### src/rwsc_pkg.sv
// Shared constants and types for the reset, watchdog and suspend controller.
package rwsc_pkg;

  // ----------------------------------------------------------------
  // Clock and timing
  // ----------------------------------------------------------------
  localparam int unsigned CLK_PERIOD_NS = 10;
  localparam int unsigned NS_PER_MS = 1000000;
  localparam int unsigned CNT_W = 32;

  localparam int unsigned T_FIRST_MS = 1;
  localparam int unsigned T_SETTLE_MS = 95;
  localparam int unsigned T_WDR_HOLD_MS = 2;
  localparam int unsigned T_WAKE_MS = 1;
  // Watchdog period is a plain default; the part's figure is not fixed here.
  localparam int unsigned T_WATCH_MS = 8;

  // Least times: round up to whole cycles.
  localparam int unsigned FIRST_CYCLES = (T_FIRST_MS * NS_PER_MS + CLK_PERIOD_NS - 1) / CLK_PERIOD_NS;
  localparam int unsigned SETTLE_CYCLES = (T_SETTLE_MS * NS_PER_MS + CLK_PERIOD_NS - 1) / CLK_PERIOD_NS;
  localparam int unsigned WDR_HOLD_CYCLES = (T_WDR_HOLD_MS * NS_PER_MS + CLK_PERIOD_NS - 1) / CLK_PERIOD_NS;
  localparam int unsigned WAKE_CYCLES = (T_WAKE_MS * NS_PER_MS + CLK_PERIOD_NS - 1) / CLK_PERIOD_NS;
  localparam int unsigned WATCH_CYCLES = (T_WATCH_MS * NS_PER_MS + CLK_PERIOD_NS - 1) / CLK_PERIOD_NS;

  // ----------------------------------------------------------------
  // I/O register map
  // ----------------------------------------------------------------
  localparam logic [7:0] ADDR_WATCHDOG_CLEAR = 8'h26;
  localparam logic [7:0] ADDR_STATUS_CONTROL = 8'hff;

  localparam int unsigned BIT_RUN = 0;
  localparam int unsigned BIT_IE_SENSE = 2;
  localparam int unsigned BIT_SUSPEND = 3;
  localparam int unsigned BIT_POR = 4;
  localparam int unsigned BIT_BUS_RESET = 5;
  localparam int unsigned BIT_WDR = 6;

  localparam logic RUN_RST = 1'b1;
  localparam logic SUSPEND_RST = 1'b0;
  localparam logic POR_FLAG_RST = 1'b1;
  localparam logic WDR_FLAG_RST = 1'b0;
  localparam logic BUS_RESET_RST = 1'b0;
  localparam logic [7:0] RDATA_RST = 8'h00;

  // ----------------------------------------------------------------
  // Synchronised inputs
  // ----------------------------------------------------------------
  localparam int unsigned SYNC_W = 5;
  localparam int unsigned IN_POR = 0;
  localparam int unsigned IN_OSC = 1;
  localparam int unsigned IN_BUS_RESET = 2;
  localparam int unsigned IN_ACTIVITY = 3;
  localparam int unsigned IN_GPIO = 4;
  localparam logic [SYNC_W-1:0] SYNC_RST = 5'h01;

  typedef enum logic [2:0] {
    ST_POR_HOLD,
    ST_FIRST_MS,
    ST_SETTLE,
    ST_RUN,
    ST_WDR_HOLD,
    ST_SUSPEND,
    ST_WAKE_OSC,
    ST_WAKE_MS
  } rwsc_state_t;

endpackage

### src/rwsc_down_timer.sv
// Loadable down-counter that pulses once when its count runs out.
`timescale 1ns/100ps

module rwsc_down_timer (
  input wire logic clock_i,
  input wire logic rst_i,
  input wire logic load_i,
  input wire logic [rwsc_pkg::CNT_W-1:0] count_i,
  input wire logic enable_i,
  output logic done_o
);

  logic [rwsc_pkg::CNT_W-1:0] remain;

  wire logic running = enable_i && (remain != '0);
  wire logic last = (remain == rwsc_pkg::CNT_W'(1));

  // ----------------------------------------------------------------
  // Counter
  // ----------------------------------------------------------------
  always_ff @(posedge clock_i or posedge rst_i) begin
    if (rst_i) begin
      remain <= '0;
    end else if (load_i) begin
      remain <= count_i;
    end else if (running) begin
      remain <= remain - rwsc_pkg::CNT_W'(1);
    end
  end

  // A load in the same cycle swallows the pulse, so a stale expiry never leaks into a new phase.
  always_ff @(posedge clock_i or posedge rst_i) begin
    if (rst_i) begin
      done_o <= 1'b0;
    end else begin
      done_o <= !load_i && running && last;
    end
  end

endmodule // rwsc_down_timer

### src/rwsc_ctrl.sv
// Reset, watchdog and suspend sequencing controller with its I/O registers.
`timescale 1ns/100ps

module rwsc_ctrl #(
  parameter int unsigned FIRST_CYCLES = rwsc_pkg::FIRST_CYCLES,
  parameter int unsigned SETTLE_CYCLES = rwsc_pkg::SETTLE_CYCLES,
  parameter int unsigned WDR_HOLD_CYCLES = rwsc_pkg::WDR_HOLD_CYCLES,
  parameter int unsigned WAKE_CYCLES = rwsc_pkg::WAKE_CYCLES,
  parameter int unsigned WATCH_CYCLES = rwsc_pkg::WATCH_CYCLES
) (
  input wire logic clock_i,
  input wire logic rst_i,
  input wire logic por_i,
  input wire logic osc_stable_i,
  input wire logic usb_bus_reset_i,
  input wire logic usb_activity_i,
  input wire logic gpio_wake_i,
  input wire logic [7:0] io_addr_i,
  input wire logic io_wr_i,
  input wire logic io_rd_i,
  input wire logic [7:0] io_wdata_i,
  input wire logic global_int_en_i,
  input wire logic bus_reset_ie_i,
  input wire logic bus_reset_ack_i,
  input wire logic instr_done_i,
  output logic [7:0] io_rdata_o,
  output logic sys_reset_o,
  output logic usb_addr_clear_o,
  output logic cpu_hold_o,
  output logic osc_run_o,
  output logic timers_run_o,
  output logic suspended_o,
  output logic int_defer_o,
  output logic usb_reset_irq_o
);

  // ----------------------------------------------------------------
  // Declarations
  // ----------------------------------------------------------------
  rwsc_pkg::rwsc_state_t state;
  rwsc_pkg::rwsc_state_t next_state;

  logic [rwsc_pkg::SYNC_W-1:0] in_meta;
  logic [rwsc_pkg::SYNC_W-1:0] in_sync;
  logic bus_reset_prev;

  logic run_bit;
  logic suspend_bit;
  logic por_flag;
  logic wdr_flag;
  logic bus_reset_pend;
  logic int_defer;

  logic seq_done;
  logic wdt_done;

  // ----------------------------------------------------------------
  // Helpers
  // ----------------------------------------------------------------
  // Phase length loaded into the sequence timer when a phase begins.
  function automatic logic [rwsc_pkg::CNT_W-1:0] phase_cycles(input rwsc_pkg::rwsc_state_t st);
    logic [rwsc_pkg::CNT_W-1:0] n;
    n = '0;
    unique case (st)
      rwsc_pkg::ST_FIRST_MS: n = rwsc_pkg::CNT_W'(FIRST_CYCLES);
      rwsc_pkg::ST_SETTLE: n = rwsc_pkg::CNT_W'(SETTLE_CYCLES);
      rwsc_pkg::ST_WDR_HOLD: n = rwsc_pkg::CNT_W'(WDR_HOLD_CYCLES);
      rwsc_pkg::ST_WAKE_MS: n = rwsc_pkg::CNT_W'(WAKE_CYCLES);
      rwsc_pkg::ST_POR_HOLD,
      rwsc_pkg::ST_RUN,
      rwsc_pkg::ST_SUSPEND,
      rwsc_pkg::ST_WAKE_OSC: n = '0;
    endcase
    return n;
  endfunction

  // Phases in which the CPU and the register file are kept in reset.
  function automatic logic in_reset_phase(input rwsc_pkg::rwsc_state_t st);
    return (st == rwsc_pkg::ST_POR_HOLD) || (st == rwsc_pkg::ST_FIRST_MS) ||
           (st == rwsc_pkg::ST_SETTLE) || (st == rwsc_pkg::ST_WDR_HOLD);
  endfunction

  // ----------------------------------------------------------------
  // Input synchronisers
  // ----------------------------------------------------------------
  // Pins and the suspend-domain wake logic are asynchronous to this clock.
  wire logic [rwsc_pkg::SYNC_W-1:0] raw_in = {gpio_wake_i, usb_activity_i, usb_bus_reset_i, osc_stable_i, por_i};

  always_ff @(posedge clock_i or posedge rst_i) begin
    if (rst_i) begin
      in_meta <= rwsc_pkg::SYNC_RST;
      in_sync <= rwsc_pkg::SYNC_RST;
    end else begin
      in_meta <= raw_in;
      in_sync <= in_meta;
    end
  end

  always_ff @(posedge clock_i or posedge rst_i) begin
    if (rst_i) begin
      bus_reset_prev <= 1'b0;
    end else begin
      bus_reset_prev <= in_sync[rwsc_pkg::IN_BUS_RESET];
    end
  end

  wire logic por_s = in_sync[rwsc_pkg::IN_POR];
  wire logic osc_s = in_sync[rwsc_pkg::IN_OSC];
  wire logic bus_reset_evt = in_sync[rwsc_pkg::IN_BUS_RESET] && !bus_reset_prev;
  wire logic wake_evt = in_sync[rwsc_pkg::IN_GPIO] || in_sync[rwsc_pkg::IN_ACTIVITY];

  // ----------------------------------------------------------------
  // Register decode
  // ----------------------------------------------------------------
  wire logic in_run = (state == rwsc_pkg::ST_RUN);
  wire logic wr_status = io_wr_i && (io_addr_i == rwsc_pkg::ADDR_STATUS_CONTROL);
  wire logic wr_wdt_clear = io_wr_i && (io_addr_i == rwsc_pkg::ADDR_WATCHDOG_CLEAR);
  wire logic rd_status = io_rd_i && (io_addr_i == rwsc_pkg::ADDR_STATUS_CONTROL);
  wire logic enter_suspend = wr_status && in_run && io_wdata_i[rwsc_pkg::BIT_SUSPEND];
  wire logic wdr_event = in_run && wdt_done;
  wire logic wake_done = (state == rwsc_pkg::ST_WAKE_MS) && seq_done;

  // Interrupt enable sense reflects the CPU's global enable, so a watchdog reset reads it back as zero.
  wire logic [7:0] status_value = {1'b0, wdr_flag, bus_reset_pend, por_flag, suspend_bit,
                                   global_int_en_i, 1'b0, run_bit};

  // ----------------------------------------------------------------
  // Sequencer
  // ----------------------------------------------------------------
  always_comb begin
    next_state = state;
    unique case (state)
      rwsc_pkg::ST_POR_HOLD: begin
        if (!por_s && osc_s) begin
          next_state = rwsc_pkg::ST_FIRST_MS;
        end
      end
      rwsc_pkg::ST_FIRST_MS: begin
        // Bus resets are ignored here; this first stretch cannot be cut short.
        if (seq_done) begin
          next_state = rwsc_pkg::ST_SETTLE;
        end
      end
      rwsc_pkg::ST_SETTLE: begin
        if (bus_reset_evt || seq_done) begin
          next_state = rwsc_pkg::ST_RUN;
        end
      end
      rwsc_pkg::ST_RUN: begin
        if (wdt_done) begin
          next_state = rwsc_pkg::ST_WDR_HOLD;
        end else if (enter_suspend) begin
          next_state = rwsc_pkg::ST_SUSPEND;
        end
      end
      rwsc_pkg::ST_WDR_HOLD: begin
        if (seq_done) begin
          next_state = rwsc_pkg::ST_RUN;
        end
      end
      rwsc_pkg::ST_SUSPEND: begin
        if (wake_evt) begin
          next_state = rwsc_pkg::ST_WAKE_OSC;
        end
      end
      rwsc_pkg::ST_WAKE_OSC: begin
        if (osc_s) begin
          next_state = rwsc_pkg::ST_WAKE_MS;
        end
      end
      rwsc_pkg::ST_WAKE_MS: begin
        if (seq_done) begin
          next_state = rwsc_pkg::ST_RUN;
        end
      end
    endcase
    // A returning power-on indication overrides everything and starts afresh.
    if (por_s) begin
      next_state = rwsc_pkg::ST_POR_HOLD;
    end
  end

  always_ff @(posedge clock_i or posedge rst_i) begin
    if (rst_i) begin
      state <= rwsc_pkg::ST_POR_HOLD;
    end else begin
      state <= next_state;
    end
  end

  // ----------------------------------------------------------------
  // Timers
  // ----------------------------------------------------------------
  wire logic seq_load = (next_state != state);
  wire logic [rwsc_pkg::CNT_W-1:0] seq_count = phase_cycles(next_state);

  rwsc_down_timer u_seq_timer (
    .clock_i(clock_i),
    .rst_i(rst_i),
    .load_i(seq_load),
    .count_i(seq_count),
    .enable_i(1'b1),
    .done_o(seq_done)
  );

  // The watchdog only runs in the run state; it is reloaded in every other phase, suspend included.
  wire logic wdt_load = !in_run || wr_wdt_clear || seq_load;
  wire logic [rwsc_pkg::CNT_W-1:0] wdt_count = rwsc_pkg::CNT_W'(WATCH_CYCLES);

  rwsc_down_timer u_watchdog (
    .clock_i(clock_i),
    .rst_i(rst_i),
    .load_i(wdt_load),
    .count_i(wdt_count),
    .enable_i(in_run),
    .done_o(wdt_done)
  );

  // ----------------------------------------------------------------
  // Status and control flags
  // ----------------------------------------------------------------
  // Hardware sets win over a firmware write of zero in the same cycle.
  always_ff @(posedge clock_i or posedge rst_i) begin
    if (rst_i) begin
      por_flag <= rwsc_pkg::POR_FLAG_RST;
    end else if (por_s) begin
      por_flag <= 1'b1;
    end else if (wr_status) begin
      por_flag <= por_flag && io_wdata_i[rwsc_pkg::BIT_POR];
    end
  end

  always_ff @(posedge clock_i or posedge rst_i) begin
    if (rst_i) begin
      wdr_flag <= rwsc_pkg::WDR_FLAG_RST;
    end else if (wdr_event) begin
      wdr_flag <= 1'b1;
    end else if (wr_status) begin
      wdr_flag <= wdr_flag && io_wdata_i[rwsc_pkg::BIT_WDR];
    end
  end

  always_ff @(posedge clock_i or posedge rst_i) begin
    if (rst_i) begin
      run_bit <= rwsc_pkg::RUN_RST;
    end else if (por_s || wdr_event) begin
      run_bit <= 1'b1;
    end else if (wr_status) begin
      run_bit <= io_wdata_i[rwsc_pkg::BIT_RUN];
    end
  end

  always_ff @(posedge clock_i or posedge rst_i) begin
    if (rst_i) begin
      suspend_bit <= rwsc_pkg::SUSPEND_RST;
    end else if (por_s || wdr_event || wake_evt) begin
      suspend_bit <= 1'b0;
    end else if (wr_status && in_run) begin
      suspend_bit <= io_wdata_i[rwsc_pkg::BIT_SUSPEND];
    end
  end

  // A bus reset cutting the settle wait short stays pending; the CPU reset does not clear it.
  always_ff @(posedge clock_i or posedge rst_i) begin
    if (rst_i) begin
      bus_reset_pend <= rwsc_pkg::BUS_RESET_RST;
    end else if (bus_reset_evt && !in_reset_phase(state)) begin
      bus_reset_pend <= 1'b1;
    end else if (bus_reset_evt && state == rwsc_pkg::ST_SETTLE) begin
      bus_reset_pend <= 1'b1;
    end else if (wdr_event || por_s || bus_reset_ack_i) begin
      bus_reset_pend <= 1'b0;
    end
  end

  // After a wake, interrupts wait until the instruction after the suspending write retires.
  // The output register takes the same next value, so the pin never lags the gate it reports.
  wire logic next_defer = wake_done || (int_defer && !instr_done_i && in_run);

  always_ff @(posedge clock_i or posedge rst_i) begin
    if (rst_i) begin
      int_defer <= 1'b0;
    end else begin
      int_defer <= next_defer;
    end
  end

  // ----------------------------------------------------------------
  // Outputs
  // ----------------------------------------------------------------
  wire logic next_reset = in_reset_phase(next_state);
  wire logic next_suspend = (next_state == rwsc_pkg::ST_SUSPEND);
  wire logic next_hold = (next_state != rwsc_pkg::ST_RUN) || !run_bit;
  wire logic next_irq = bus_reset_pend && bus_reset_ie_i && global_int_en_i && !int_defer && in_run;

  always_ff @(posedge clock_i or posedge rst_i) begin
    if (rst_i) begin
      sys_reset_o <= 1'b1;
      usb_addr_clear_o <= 1'b1;
      cpu_hold_o <= 1'b1;
    end else begin
      sys_reset_o <= next_reset;
      usb_addr_clear_o <= next_reset;
      cpu_hold_o <= next_hold;
    end
  end

  // The oscillator restarts as soon as a wake is seen, ahead of the settle time.
  always_ff @(posedge clock_i or posedge rst_i) begin
    if (rst_i) begin
      osc_run_o <= 1'b1;
      timers_run_o <= 1'b1;
      suspended_o <= 1'b0;
    end else begin
      osc_run_o <= !next_suspend;
      timers_run_o <= !next_suspend;
      suspended_o <= next_suspend;
    end
  end

  always_ff @(posedge clock_i or posedge rst_i) begin
    if (rst_i) begin
      int_defer_o <= 1'b0;
      usb_reset_irq_o <= 1'b0;
    end else begin
      int_defer_o <= next_defer;
      usb_reset_irq_o <= next_irq;
    end
  end

  // The watchdog clear register is write-only and reads as zero like every address except the status and control register.
  always_ff @(posedge clock_i or posedge rst_i) begin
    if (rst_i) begin
      io_rdata_o <= rwsc_pkg::RDATA_RST;
    end else if (rd_status) begin
      io_rdata_o <= status_value;
    end else begin
      io_rdata_o <= rwsc_pkg::RDATA_RST;
    end
  end

endmodule // rwsc_ctrl

### config.mk
export PLATFORM = sky130hd
export DESIGN_NAME = rwsc_ctrl
export DESIGN_NICKNAME = d
export VERILOG_FILES = /design/src/rwsc_pkg.sv /design/src/rwsc_down_timer.sv /design/src/rwsc_ctrl.sv
export SDC_FILE = /design/constraint.sdc
export NUM_CORES = 1
export LEC_CHECK = 0
export BUFFER_PORTS_ARGS = -buffer_cell sky130_fd_sc_hd__buf_4
export CAP_MARGIN = 30
export CORE_MARGIN = 2
export CORE_UTILIZATION = 50
export DETAILED_ROUTE_END_ITERATION = 16
export PLACE_DENSITY = 0.72
export SLEW_MARGIN = 20
export SYNTH_ARGS = -nofsm -noshare
export SYNTH_HDL_FRONTEND = slang
export SYNTH_SLANG_ARGS = --single-unit
### constraint.sdc
create_clock -name clock_i -period 3.4 [get_ports clock_i]
set_input_delay 0.68 -clock clock_i [delete_from_list [all_inputs] [get_ports clock_i]]
set_output_delay 0.68 -clock clock_i [all_outputs]
set_load 0.01 [all_outputs]
* After elaboration in Yosys (flattened, before gate mapping) *
Memory sizes are Yosys's and may differ from the RTL's.
Index checks and enable logic that the tools add are counted.

cells by class
  add/subtract/negate cells = 2
  eq/ne operators = 17
  multiplexer cells = 26
  reduce and logical (&&, ||, !) cells = 61

operators by type and width
  operator                 number
  $mux W32                 4
  $eq A32 B1 Y1 const B    2
  $reduce_bool A32 Y1      2
  $sub A32 B1 Y32 const B  2
  $mux W3                  9
  $logic_and A1 B1 Y1      24
  $pmux W3 S7              1
  $eq A3 B3 Y1 const B     6
  $logic_or A1 B1 Y1       15
  $reduce_bool A2 Y1       6
  $mux W1                  11
  $logic_not A1 Y1         10
  $eq A3 B2 Y1 const B     3
  $eq A8 B6 Y1 const B     1
  $eq A8 B8 Y1 const B     1
  $mux W7                  1
  $eq A3 B1 Y1 const B     2
  $logic_not A3 Y1         2
  $ne A3 B2 Y1 const B     1
  $ne A3 B3 Y1             1
  $reduce_bool A3 Y1       1
  $reduce_or A2 Y1         1

storage, ports and cells
  register bits after elaboration = 99
  memory bits (read-only) = 120
  input port bits = 29
  output and inout port bits = 16
  memories = 1

memory list
  memory            depth  width  rd ports  clocked after Yosys merged registers in  write ports  line             RTL
  (name not given)  8      15     1         0                                        0            rwsc_ctrl.sv:64  unique case (st)

* Depth between registers and ports, before layout *
Gate-level depths: netlist (run 1).

  word-level depth = 13
  depth in mapped cells = 10

* Cells and area by module *
A second synthesis (run 1) with hierarchy kept.

second synthesis, totals
  cells, all modules = 621
  area total of the unflattened synthesis = 5791.8 sq um

modules (own cells, without submodules)
  module                          instances  cells an instance  area an instance (sq um)  seq. area each (sq um)
  rwsc_down_timer at u_seq_timer  1          238                2162.1                    825.8
  rwsc_down_timer at u_watchdog   1          238                2099.5                    825.8
  rwsc_ctrl                       1          145                1530.2                    784.5

* Least setup slack after synthesis (run 1) *
Ideal clock, no wire load.

  path kind = input -> register
  from = in io_addr_i[4]
  to = reg u_seq_timer.remain[5] in the netlist's numbering
  setup time = 0.125 ns
  data arrival time = 2.377 ns
  data required time = 3.275 ns
  path slack = 0.898 ns
  stages = 8
  cell sequence = nand3_1 -> nor3_1 -> and3_1 -> nor3b_1 -> nor4b_4 -> nand2_2 -> buf_6 -> mux2_4

between the ends
  cells in the longest elaborated chain, start to end = 10
  elaborated cells between the ends (all ways) = 12
  classes of those cells = 2 x eq/ne; 5 x mux; 4 x reduce/logical; 1 x memory

RTL lines
  element                                         line                   RTL
  start: declaration                              rwsc_ctrl.sv:18        input wire logic [7:0] io_addr_i,
  $eq A8 B8 Y1 *                                  rwsc_ctrl.sv:116       wire logic wr_status = io_wr_i && (io_addr_i == rwsc_pkg::ADDR_STATUS_CONTROL);
  $logic_and A1 B1 Y1 *                           rwsc_ctrl.sv:116
  $logic_and A1 B1 Y1 * (2 in a row)              rwsc_ctrl.sv:119       wire logic enter_suspend = wr_status && in_run && io_wdata_i[rwsc_pkg::BIT_SUSPEND];
  $mux W3 *                                       rwsc_ctrl.sv:152       end else if (enter_suspend) begin
  $mux W3 *                                       rwsc_ctrl.sv:150       if (wdt_done) begin
  $pmux W3 S7 *                                   rwsc_ctrl.sv:132       unique case (state)
  $mux W3 *                                       rwsc_ctrl.sv:178       if (por_s) begin
  $mem_v2 Z8 W15 or $ne A3 B3 Y1 (tied branches)  n/a
  $mux W32 or $reduce_bool A2 Y1 (tied branches)  n/a
  end signal: assignment                          rwsc_down_timer.sv:25  remain <= count_i;
  end signal: assignment                          rwsc_down_timer.sv:27  remain <= remain - rwsc_pkg::CNT_W'(1);
  end: declaration                                rwsc_down_timer.sv:13  logic [rwsc_pkg::CNT_W-1:0] remain;

Mark *: on every way between the ends. The rest lies on a longest branch, timed or not.
A chain may end at the register's enable or synchronous reset.

* Worst setup path after layout (run 1) *
  from = reg state[2]
  to = reg u_seq_timer.remain[5] in the netlist's numbering

between the ends
  cells in the longest elaborated chain, start to end = 9
  elaborated cells between the ends (all ways) = 25
  classes of those cells = 8 x eq/ne; 11 x mux; 5 x reduce/logical; 1 x memory

RTL lines
  element                                         line                                RTL
  start: declaration                              rwsc_ctrl.sv:40                     rwsc_pkg::rwsc_state_t state;
  start signal: assignment                        rwsc_ctrl.sv:185                    state <= rwsc_pkg::ST_POR_HOLD;
  start signal: assignment                        rwsc_ctrl.sv:187                    state <= next_state;
  $eq A3 B2 Y1                                    rwsc_ctrl.sv:115, rwsc_ctrl.sv:132
  $logic_and A1 B1 Y1 (2 in a row)                rwsc_ctrl.sv:119
  $mux W3                                         rwsc_ctrl.sv:152
  $mux W3                                         rwsc_ctrl.sv:150
  $pmux W3 S7                                     rwsc_ctrl.sv:132
  $mux W3                                         rwsc_ctrl.sv:178
  $mem_v2 Z8 W15 or $ne A3 B3 Y1 (tied branches)  n/a
  $mux W32 or $reduce_bool A2 Y1 (tied branches)  n/a

Several ways; a longest one is shown, not always the timed one.

==> flow_metrics.py, run 1 <==
metrics = {
    "yosys": {
        "synth_cell_types": 58,
        "synth_seq_cells": 97,
        "synth.most_common_cell": "dfrtp_1",
        "synth_area_mm2": 0.00495,
        "synth_edf_count": 0,
        "synth_commonest_cells": "dfrtp_1 (90), nor2_1 (75), nand2_1 (38)",
        "ys_warn_count": 0,
        "synth_ff_type": "dfrtp_1",
        "synthCells": 494,
        "avgSynthCellArea_um2": 10.0,
        "ys_async_sr_fraction": 1.00,
        "yosysTopAreaCellShare": 0.455,
        "synth_area_leaders": "dfrtp_1 (46%), nor2_1 (5.7%), xnor2_1 (5.7%)",
        "synth_top_area_cell": "dfrtp_1",
        "synth-seq-area-share": 0.492,
    },
    "die": {
        "die_w_um": 103,
        "num_rows": 36,
        "io_pins": 45,
        "initial_core_util": 0.511,
        "coreArea_mm2": 0.00968,
        "die-area_mm2": 0.0107,
        "die_h_um": 103,
    },
    "drt": {
        "wl_per_cell_um": 14.0,
        "post-route-drc-count": 0,
        "wl_met3_um": 289,
        "highest-signal-layer": "met4",
        "first_iter_violations": 87,
        "routedLengthMet1_mm": 4.34,
        "vias": 3574,
        "vias_per_cell": 5.33,
        "drt_first_pass_iters": 4,
        "met2_wirelength_mm": 4.67,
        "postRouteAntennaNets": 0,
        "wl_mm": 9.39,
    },
    "critical_path": {
        "arrival_ns": 3.14,
        "cp_max_fo": 25,
        "required_ns": 3.65,
        "critPathKind": "flip-flop to flip-flop",
        "endpoint_kind": "flip-flop",
        "setup.worst_path.start_class": "flip-flop",
    },
    "sta": {
        "fin_crit_ns": 2.89,
        "setup_viol": 0,
        "skew_ns": 0.0129,
        "slew_violations": 0,
        "fmax_mhz": 346,
        "fin_ws_ns": 0.511,
        "worst_pin_slew_ns": 0.640,
        "finalHoldViolCount": 0,
        "grt_setup_unrepaired": "no",
        "fin_setup_tns_ns": 0,
        "slew_headroom": 0.572,
        "period_share": 0.850,
    },
    "placed_design": {
        "dp_hpwl_mm": 6.72,
        "routabilityCongestion": 0.830,
        "dp.cells": 655,
        "port_buffers": 38,
        "pre_cts_ws_ns": 0.486,
    },
    "finish": {
        "area.growth.synth_to_final_pct": 12.8,
        "num_antenna_cells": 0,
        "fillers": 844,
        "finalNonFillerCells": 671,
        "layout.nets": 570,
        "layout-drive-gt1-share": 0.169,
        "final_util": 0.577,
    },
    "clock_tree": {
        "cts_resized": 0,
        "holdBufCountCts": 0,
        "path_clk_slew_ns": 0.10,
        "clk_latency_ns": 0.36,
        "numClockSinks": 97,
        "cts_root_buffer": "clkbuf_8",
        "clockBufferDepth": 2,
        "post_cts_buffers": 0,
        "cts_tree": "yes",
        "cts_inserted_buffers": 9,
        "htreeDepth": 3,
    },
    "pwr": {
        "power_density_mw_per_mm2": 563,
        "total_leakage_power_nw": 2.45,
        "ir_worst_vdd_mv": 0.514,
        "finalPower_mw": 3.14,
    },
    "global_routing": {
        "antenna_found_initial": 0,
        "overflow": 0,
        "grt_pass1_vias": 3589,
        "grt_usage": 0.196,
        "grt_pass1_wl_mm": 16.5,
        "grt_max_degree": 49,
    },
    "outcome": {
        "status": "completed",
    },
    "flow_run": {
        "drv_cap": 0,
    },
    "worst_hold_path": {
        "hp-class": "flip-flop to flip-flop",
    },
}
flip-flops by register name, indices dropped and copies added, names as in the netlist, 3 cells and up:
name / flops
in_meta: 5
in_sync: 5
io_rdata_o: 6
state: 3
u_seq_timer.remain: 32
u_watchdog.remain: 32
kinds of logic (layout without fill, tap and decap cells):
family / Yosys count / count (layout) / share of synthesized area
fa+ha+maj: 8 / 8 / 0.0202
mux: 18 / 18 / 0.0399
simple gates: 241 / 241 / 0.261
xor+xnor: 56 / 56 / 0.0991
flops: 97 / 97 / 0.492
compound gates: 43 / 43 / 0.0549
buf+inv: 30 / 73 / 0.0324
other cells: 1 / 2 / 0.000758
per-layer routing:
metal  vias to the layer above  track usage
met5                         -            0
met4                         0       0.0435
met3                         7       0.0444
met2                        48        0.340
met1                      1742        0.251
li1                       1777            -
report_power, final:
group          switching [mW]  internal, mW
registers               0.118          1.27
clock network           0.401         0.493
logic                   0.470         0.391
final timing paths:
check	endpoint	startpoint	cells after the start	slack (ns)
max	u_seq_timer.remain[5]	state[2]	7	0.51
min	in_sync[1]	in_meta[1]	0	0.35
max reg2reg	u_seq_timer.remain[5]	state[2]	7	0.51
min reg2reg	in_sync[1]	in_meta[1]	0	0.35
max in group asynchronous	usb_addr_clear_o	rst_i	3	2.19
min in group asynchronous	u_watchdog.remain[21]	rst_i	2	0.39
placed cells by master (no fill, tap or decap), drive strengths merged, types with 4 or more instances in the layout:
cell and n:
a21oi 14, and2 7, and3 7, buf 44
clkbuf 10, dfrtp 90, dfstp 7, ha 8
inv 14, mux2 8, mux2i 10, nand2 39
nand2b 10, nand3 15, nand3b 4, nand4 8
nor2 75, nor2b 4, nor3 24, nor3b 5
nor4 16, nor4b 4, o21ai 9, or3 8
or4 7, xnor2 32, xor2 24
critical path, cell delays in order, from the launching register on:
cell and delay (ns):
dfrtp_1 0.56, or3_4 0.47, o21bai_2 0.15, o22ai_1 0.13, o21a_1 0.21, nor4b_4 0.37, nand2_2 0.44, mux2_4 0.44
through the flow:
step | hold slack (ns) | cell area (um^2)
3_3_place_gp | 0.333 | 5340
3_5_place_dp | 0.336 | 5340
4_1_cts | 0.362 | 5580
5_1_grt | 0.371 | 5580
6_report | 0.352 | 5580
2_1_floorplan | 0.331 | 4950
cell type report:
| class | count | area (um^2) | share of cell area |
|---|---|---|---|
| timing repair buffer | 44 | 330 | 0.0592 |
| sequential | 97 | 2440 | 0.436 |
| clock inverter | 6 | 115 | 0.0206 |
| tap | 133 | 166 | 0.0298 |
| inverter | 13 | 51.3 | 0.00919 |
| clock buffer | 10 | 128 | 0.0229 |
| multi-input combinational | 368 | 2360 | 0.422 |
(Power assumes the default switching activity.)
==> inputs of run 2 (changes only) <==
Settings changed: PLACE_DENSITY 0.72 to 0.69.
Clock period 3.4 ns to 2.7 ns, I/O delays scaled along.
==> run 2 against run 1 <==
Net effect: register-to-register slack worse by 0.36 ns; largest cell class unchanged; non-clock buffer count increased by 18; largest power group unchanged; sequential share of layout area shrank 0.61 points; global-route usage grew 0.35 points.
==> flow_metrics.py, run 2 (synthesis results as in run 1) <==
metrics = {
    "critical_path": {
        "path_buf_inv": 2,
        "critPathKind": "flip-flop to flip-flop",
        "crit_chain": "buf_4 -> nand4b_1 -> o21ai_0 -> o21ba_2 -> nor3b_1 -> nor4b_4 -> nand2_2 -> buf_4 -> mux2i_1",
        "r2r_setup_slack_ns": 0.15,
        "cp_top_family": "simple AND/OR/NAND/NOR gates",
        "r2r-start": "state[2]",
        "rr_endpoint": "u_seq_timer.remain[17]",
        "arrival_ns": 2.83,
        "max_stage_delay_ns": 0.48,
        "cp_max_fo": 15,
        "endpoint": "u_seq_timer.remain[17]",
        "required_ns": 2.98,
        "path_common_cell": "buf_4",
        "r2r_cells": 9,
        "cpMaxStageDelayCell": "dfrtp_1",
        "endpoint_kind": "flip-flop",
        "setup.worst_path.start_class": "flip-flop",
        "worst-path-stages": 9,
        "cp-startpoint": "state[2]",
    },
    "clock_tree": {
        "holdBufCountCts": 0,
        "post_cts_buffers": 0,
        "cts_tree": "yes",
        "cts_resized": 0,
        "clk_latency_ns": 0.36,
        "cts_inserted_buffers": 9,
        "htreeDepth": 3,
        "numClockSinks": 97,
        "cts_root_buffer": "clkbuf_8",
        "clockBufferDepth": 2,
        "path_clk_slew_ns": 0.10,
    },
    "die": {
        "die-area_mm2": 0.0107,
        "io_pins": 45,
        "die_w_um": 103,
        "coreArea_mm2": 0.00968,
        "die_h_um": 103,
        "num_rows": 36,
        "initial_core_util": 0.511,
    },
    "finish": {
        "num_antenna_cells": 0,
        "fillers": 840,
        "layout-drive-gt1-share": 0.198,
        "area.growth.synth_to_final_pct": 14.5,
        "final_common_cell": "dfrtp_1",
        "final_cell_mix": "dfrtp_1 (89), nor2_1 (75), buf_4 (61), nand2_1 (38), xnor2_1 (32)",
        "largestRegisters": "u_seq_timer.remain: 32 flops, u_watchdog.remain: 32 flops, io_rdata_o: 6 flops",
        "layout.nets": 588,
    },
    "sta": {
        "period_share": 0.944,
        "slew_violations": 0,
        "grt_setup_unrepaired": "yes",
        "fin_setup_tns_ns": 0,
        "fin_ws_ns": 0.152,
        "setup_viol": 0,
        "slew_headroom": 0.626,
        "worst_pin_slew_ns": 0.556,
        "fin_crit_ns": 2.55,
        "skew_ns": 0.0157,
        "fmax_mhz": 392,
        "finalHoldViolCount": 0,
    },
    "global_routing": {
        "grt_pass1_wl_mm": 16.9,
        "antenna_found_initial": 0,
        "overflow": 0,
        "grt_usage": 0.199,
        "grt_max_degree": 76,
        "grt_pass1_vias": 3714,
    },
    "worst_hold_path": {
        "hp-class": "primary input to asynchronous set/reset pin",
    },
    "drt": {
        "vias_per_cell": 5.27,
        "first_iter_violations": 95,
        "wl_per_cell_um": 13.9,
        "vias": 3631,
        "wl_mm": 9.56,
        "post-route-drc-count": 0,
        "drt_first_pass_iters": 4,
        "postRouteAntennaNets": 0,
    },
    "flow_run": {
        "drv_cap": 0,
    },
    "pwr": {
        "total_leakage_power_nw": 2.51,
        "power_density_mw_per_mm2": 662,
        "ir_worst_vdd_mv": 0.468,
    },
    "placed_design": {
        "port_buffers": 38,
        "routabilityCongestion": 0.848,
        "dp_hpwl_mm": 6.91,
        "pre_cts_ws_ns": 0.121,
    },
    "outcome": {
        "status": "completed",
    },
}
[run 2: final cells by class]
type	count	area, um^2	area share
Clock buffer	11	131	0.0232
Clock inverter	5	32.5	0.00574
Inverter	13	52.6	0.00927
Multi-Input combinational cell	368	2370	0.418
Sequential cell	97	2440	0.430
Tap cell	133	166	0.0294
Timing Repair Buffer	62	478	0.0843
[run 2: where the power goes]
part | internal (mW) | total (mW) | switching, mW
logic | 0.564 | 1.17 | 0.604
clock network | 0.337 | 0.827 | 0.490
registers | 1.60 | 1.76 | 0.156
total | 2.50 | 3.75 | 1.25
[run 2: metrics by stage]
stage          power (mW)  hold WS (ns)  cells   util  area, um^2
2_1_floorplan        2.62         0.331    495      -        4960
3_3_place_gp         2.90         0.332    673  0.567        5490
3_5_place_dp         2.94         0.336    673  0.567        5490
4_1_cts              3.80         0.200    689  0.584        5650
5_1_grt              4.00         0.233    689  0.585        5670
6_report             3.75         0.206    689  0.585        5670
[run 2: worst min path at each step]
| stage | end | start | slack [ns] | cells past startpoint |
|---|---|---|---|---|
| 6_report | in_meta[4] | rst_i | 0.21 | 2 |
| 5_1_grt | in_meta[4] | rst_i | 0.23 | 2 |
| 4_1_cts | in_meta[4] | rst_i | 0.20 | 2 |
| 3_5_place_dp | in_sync[2] | in_meta[2] | 0.34 | 0 |
| 3_3_place_gp | in_sync[3] | in_meta[3] | 0.33 | 0 |
| 2_1_floorplan | in_sync[1] | in_meta[1] | 0.33 | 0 |
[run 2: worst reg2reg max path: stages (launching register included)]
cell and delay, ns:
dfrtp_1 0.48, buf_4 0.22, nand4b_1 0.15, o21ai_0 0.10
o21ba_2 0.23, nor3b_1 0.35, nor4b_4 0.09, nand2_2 0.34
buf_4 0.30, mux2i_1 0.22
[run 2: routing by layer]
| metal | GRT usage | vias up | wire, um |
|---|---|---|---|
| met5 | 0 | - | 0 |
| met3 | 0.0356 | 11 | 332 |
| met4 | 0.0617 | 0 | 131 |
| met2 | 0.345 | 61 | 4750 |
| li1 | - | 1806 | - |
| met1 | 0.255 | 1753 | 4350 |
==> inputs of run 3 (changes only) <==
Settings changed: PLACE_DENSITY 0.69 to 0.72.
Clock period 2.7 ns to 2.22 ns, I/O delays scaled along.
==> run 3 against run 2 <==
Net effect: the flow now finishes with violations (negative setup slack); utilization up 11 points; sequential cell count unchanged; via count up 12%; setup slack worse by 0.25 ns; clock power up 48%; non-clock buffer count up 69; critical path depth unchanged; wire length up 23%; final cell count up 10%; critical path type unchanged; largest cell class is now multi-input gates; largest power group unchanged.
==> flow_metrics.py, run 3 (synthesis results as in run 1) <==
metrics = {
    "critical_path": {
        "max_stage_delay_ns": 0.41,
        "cp_top_family": "multiplexers",
        "critPathKind": "flip-flop to flip-flop",
        "cp_max_fo": 7,
        "setup.worst_path.start_class": "flip-flop",
        "required_ns": 2.49,
        "endpoint_kind": "flip-flop",
        "r2r_setup_slack_ns": -0.1,
        "cpMaxStageDelayCell": "dfrtp_1",
        "path_common_cell": "mux2_4",
        "crit_chain": "buf_4 -> nand2_1 -> or2_2 -> a31oi_2 -> a21o_2 -> inv_2 -> ha_4 -> mux2_4 -> mux2_4",
        "arrival_ns": 2.59,
        "path_buf_inv": 2,
    },
    "placed_design": {
        "dp_hpwl_mm": 7.71,
        "dp.cells": 731,
        "routabilityCongestion": 0.874,
        "port_buffers": 38,
    },
    "pwr": {
        "ir_worst_vdd_mv": 0.737,
        "finalPower_mw": 5.25,
        "power_density_mw_per_mm2": 783,
        "total_leakage_power_nw": 2.95,
    },
    "global_routing": {
        "antenna_found_initial": 0,
        "overflow": 0,
        "grtUsageMet1": 0.270,
        "grt_usage": 0.223,
        "grt_max_degree": 98,
        "gr-usage-met2": 0.395,
        "met3_usage": 0.0383,
        "grt.busiest_layer": "met2",
        "grt_pass1_vias": 4099,
        "grt_pass1_wl_mm": 18.5,
    },
    "die": {
        "io_pins": 45,
        "initial_core_util": 0.511,
        "die-area_mm2": 0.0107,
        "die_h_um": 103,
        "die_w_um": 103,
        "coreArea_mm2": 0.00968,
        "num_rows": 36,
    },
    "sta": {
        "period_share": 1.04,
        "fin_ws_ns": -0.0962,
        "worst_pin_slew_ns": 0.548,
        "finalHoldViolCount": 0,
        "slew_violations": 0,
        "skew_ns": 0.0128,
        "fin_crit_ns": 2.32,
        "fmax_mhz": 432,
        "hold-worst-slack_ns": 0.175,
        "slew_headroom": 0.630,
        "setup_viol": 32,
        "grt_setup_unrepaired": "yes",
    },
    "finish": {
        "finalNonFillerCells": 759,
        "final_common_cell": "buf_4",
        "num_antenna_cells": 0,
        "layout-drive-gt1-share": 0.391,
        "area.growth.synth_to_final_pct": 35.5,
        "fillers": 711,
        "largestRegisters": "u_seq_timer.remain: 32 flops, u_watchdog.remain: 32 flops, io_rdata_o: 6 flops",
        "layout.nets": 658,
        "final_cell_mix": "buf_4 (114), dfrtp_1 (89), nor2_1 (64), nand2_1 (29), xnor2_1 (29)",
    },
    "outcome": {
        "status": "complete, but fails checks",
        "failed_checks": "negative setup slack",
    },
    "drt": {
        "first_iter_violations": 150,
        "vias": 4069,
        "postRouteAntennaNets": 0,
        "post-route-drc-count": 0,
        "drt_first_pass_iters": 4,
        "vias_per_cell": 5.36,
        "wl_mm": 11.7,
        "wl_per_cell_um": 15.4,
    },
    "clock_tree": {
        "path_clk_slew_ns": 0.10,
        "cts_inserted_buffers": 9,
        "holdBufCountCts": 0,
        "clockBufferDepth": 2,
        "cts_root_buffer": "clkbuf_8",
        "numClockSinks": 97,
        "htreeDepth": 3,
        "clk_latency_ns": 0.37,
        "cts_tree": "yes",
    },
    "worst_hold_path": {
        "hp-class": "primary input to flip-flop",
    },
    "flow_run": {
        "drv_cap": 0,
    },
}
[run 3: changes by cell type in the layout (fill, tap and decap cells not counted), sizes merged]
cell    previous run  this run
inv               13        15
buf               62       130
bufinv             0         1
nand2             39        40
clkinv             4         2
[run 3: metrics by stage]
step	setup slack, ns	setup TNS, ns	utilization	area, um^2
2_1_floorplan	-0.102	-0.317	-	5030
3_3_place_gp	-0.0816	-1.10	0.620	6010
3_5_place_dp	-0.121	-3.33	0.620	6010
4_1_cts	-0.0467	-0.379	0.661	6400
5_1_grt	-0.162	-6.29	0.693	6710
6_report	-0.0962	-1.21	0.693	6710
[run 3: layer usage]
metal / up-vias / wire length [um]
li1: 1945 / -
met1: 2016 / 4980
met2: 85 / 6140
met3: 23 / 358
met4: 0 / 242
met5: - / 0
[run 3: worst paths after layout]
check	start	end	cells past startpoint
worst max register to register	state[0]	u_seq_timer.remain[15]	9
worst min-delay path	por_i	in_meta[0]	1
worst max-delay path	state[0]	u_seq_timer.remain[15]	9
worst min register to register	in_meta[3]	in_sync[3]	0
min in group asynchronous	rst_i	u_seq_timer.remain[1]	3
max in group asynchronous	rst_i	state[1]	3
[run 3: layout make-up]
type / count / area (um^2) / area share
sequential: 97 / 2440 / 0.363
multi-input combinational: 369 / 2760 / 0.411
tap: 133 / 166 / 0.0248
inverter: 13 / 55.1 / 0.00821
clock inverter: 6 / 72.6 / 0.0108
timing repair buffer: 131 / 1080 / 0.161
clock buffer: 10 / 138 / 0.0205
[run 3: worst register-to-register path: cells and delay by family (launching register included)]
family / cells / cell delay, ns
muxes: 2 / 0.51
AOI/OAI and AO/OA: 2 / 0.43
DFF: 1 / 0.41
and+or+nand+nor: 2 / 0.38
buffers and inverters: 2 / 0.26
adders and majority gates: 1 / 0.22
[run 3: power by group]
group	switching [mW]	internal, mW
registers	0.163	1.95
clock network	0.649	0.568
logic	0.928	0.993
total	1.74	3.51
[run 3: repair_timing]
item                       4_1_cts  5_1_grt
pin swaps                        3       17
setup buffers                    5        5
gates resized for setup         35       56
gates cloned                     1        1
setup endpoints to repair       54       66
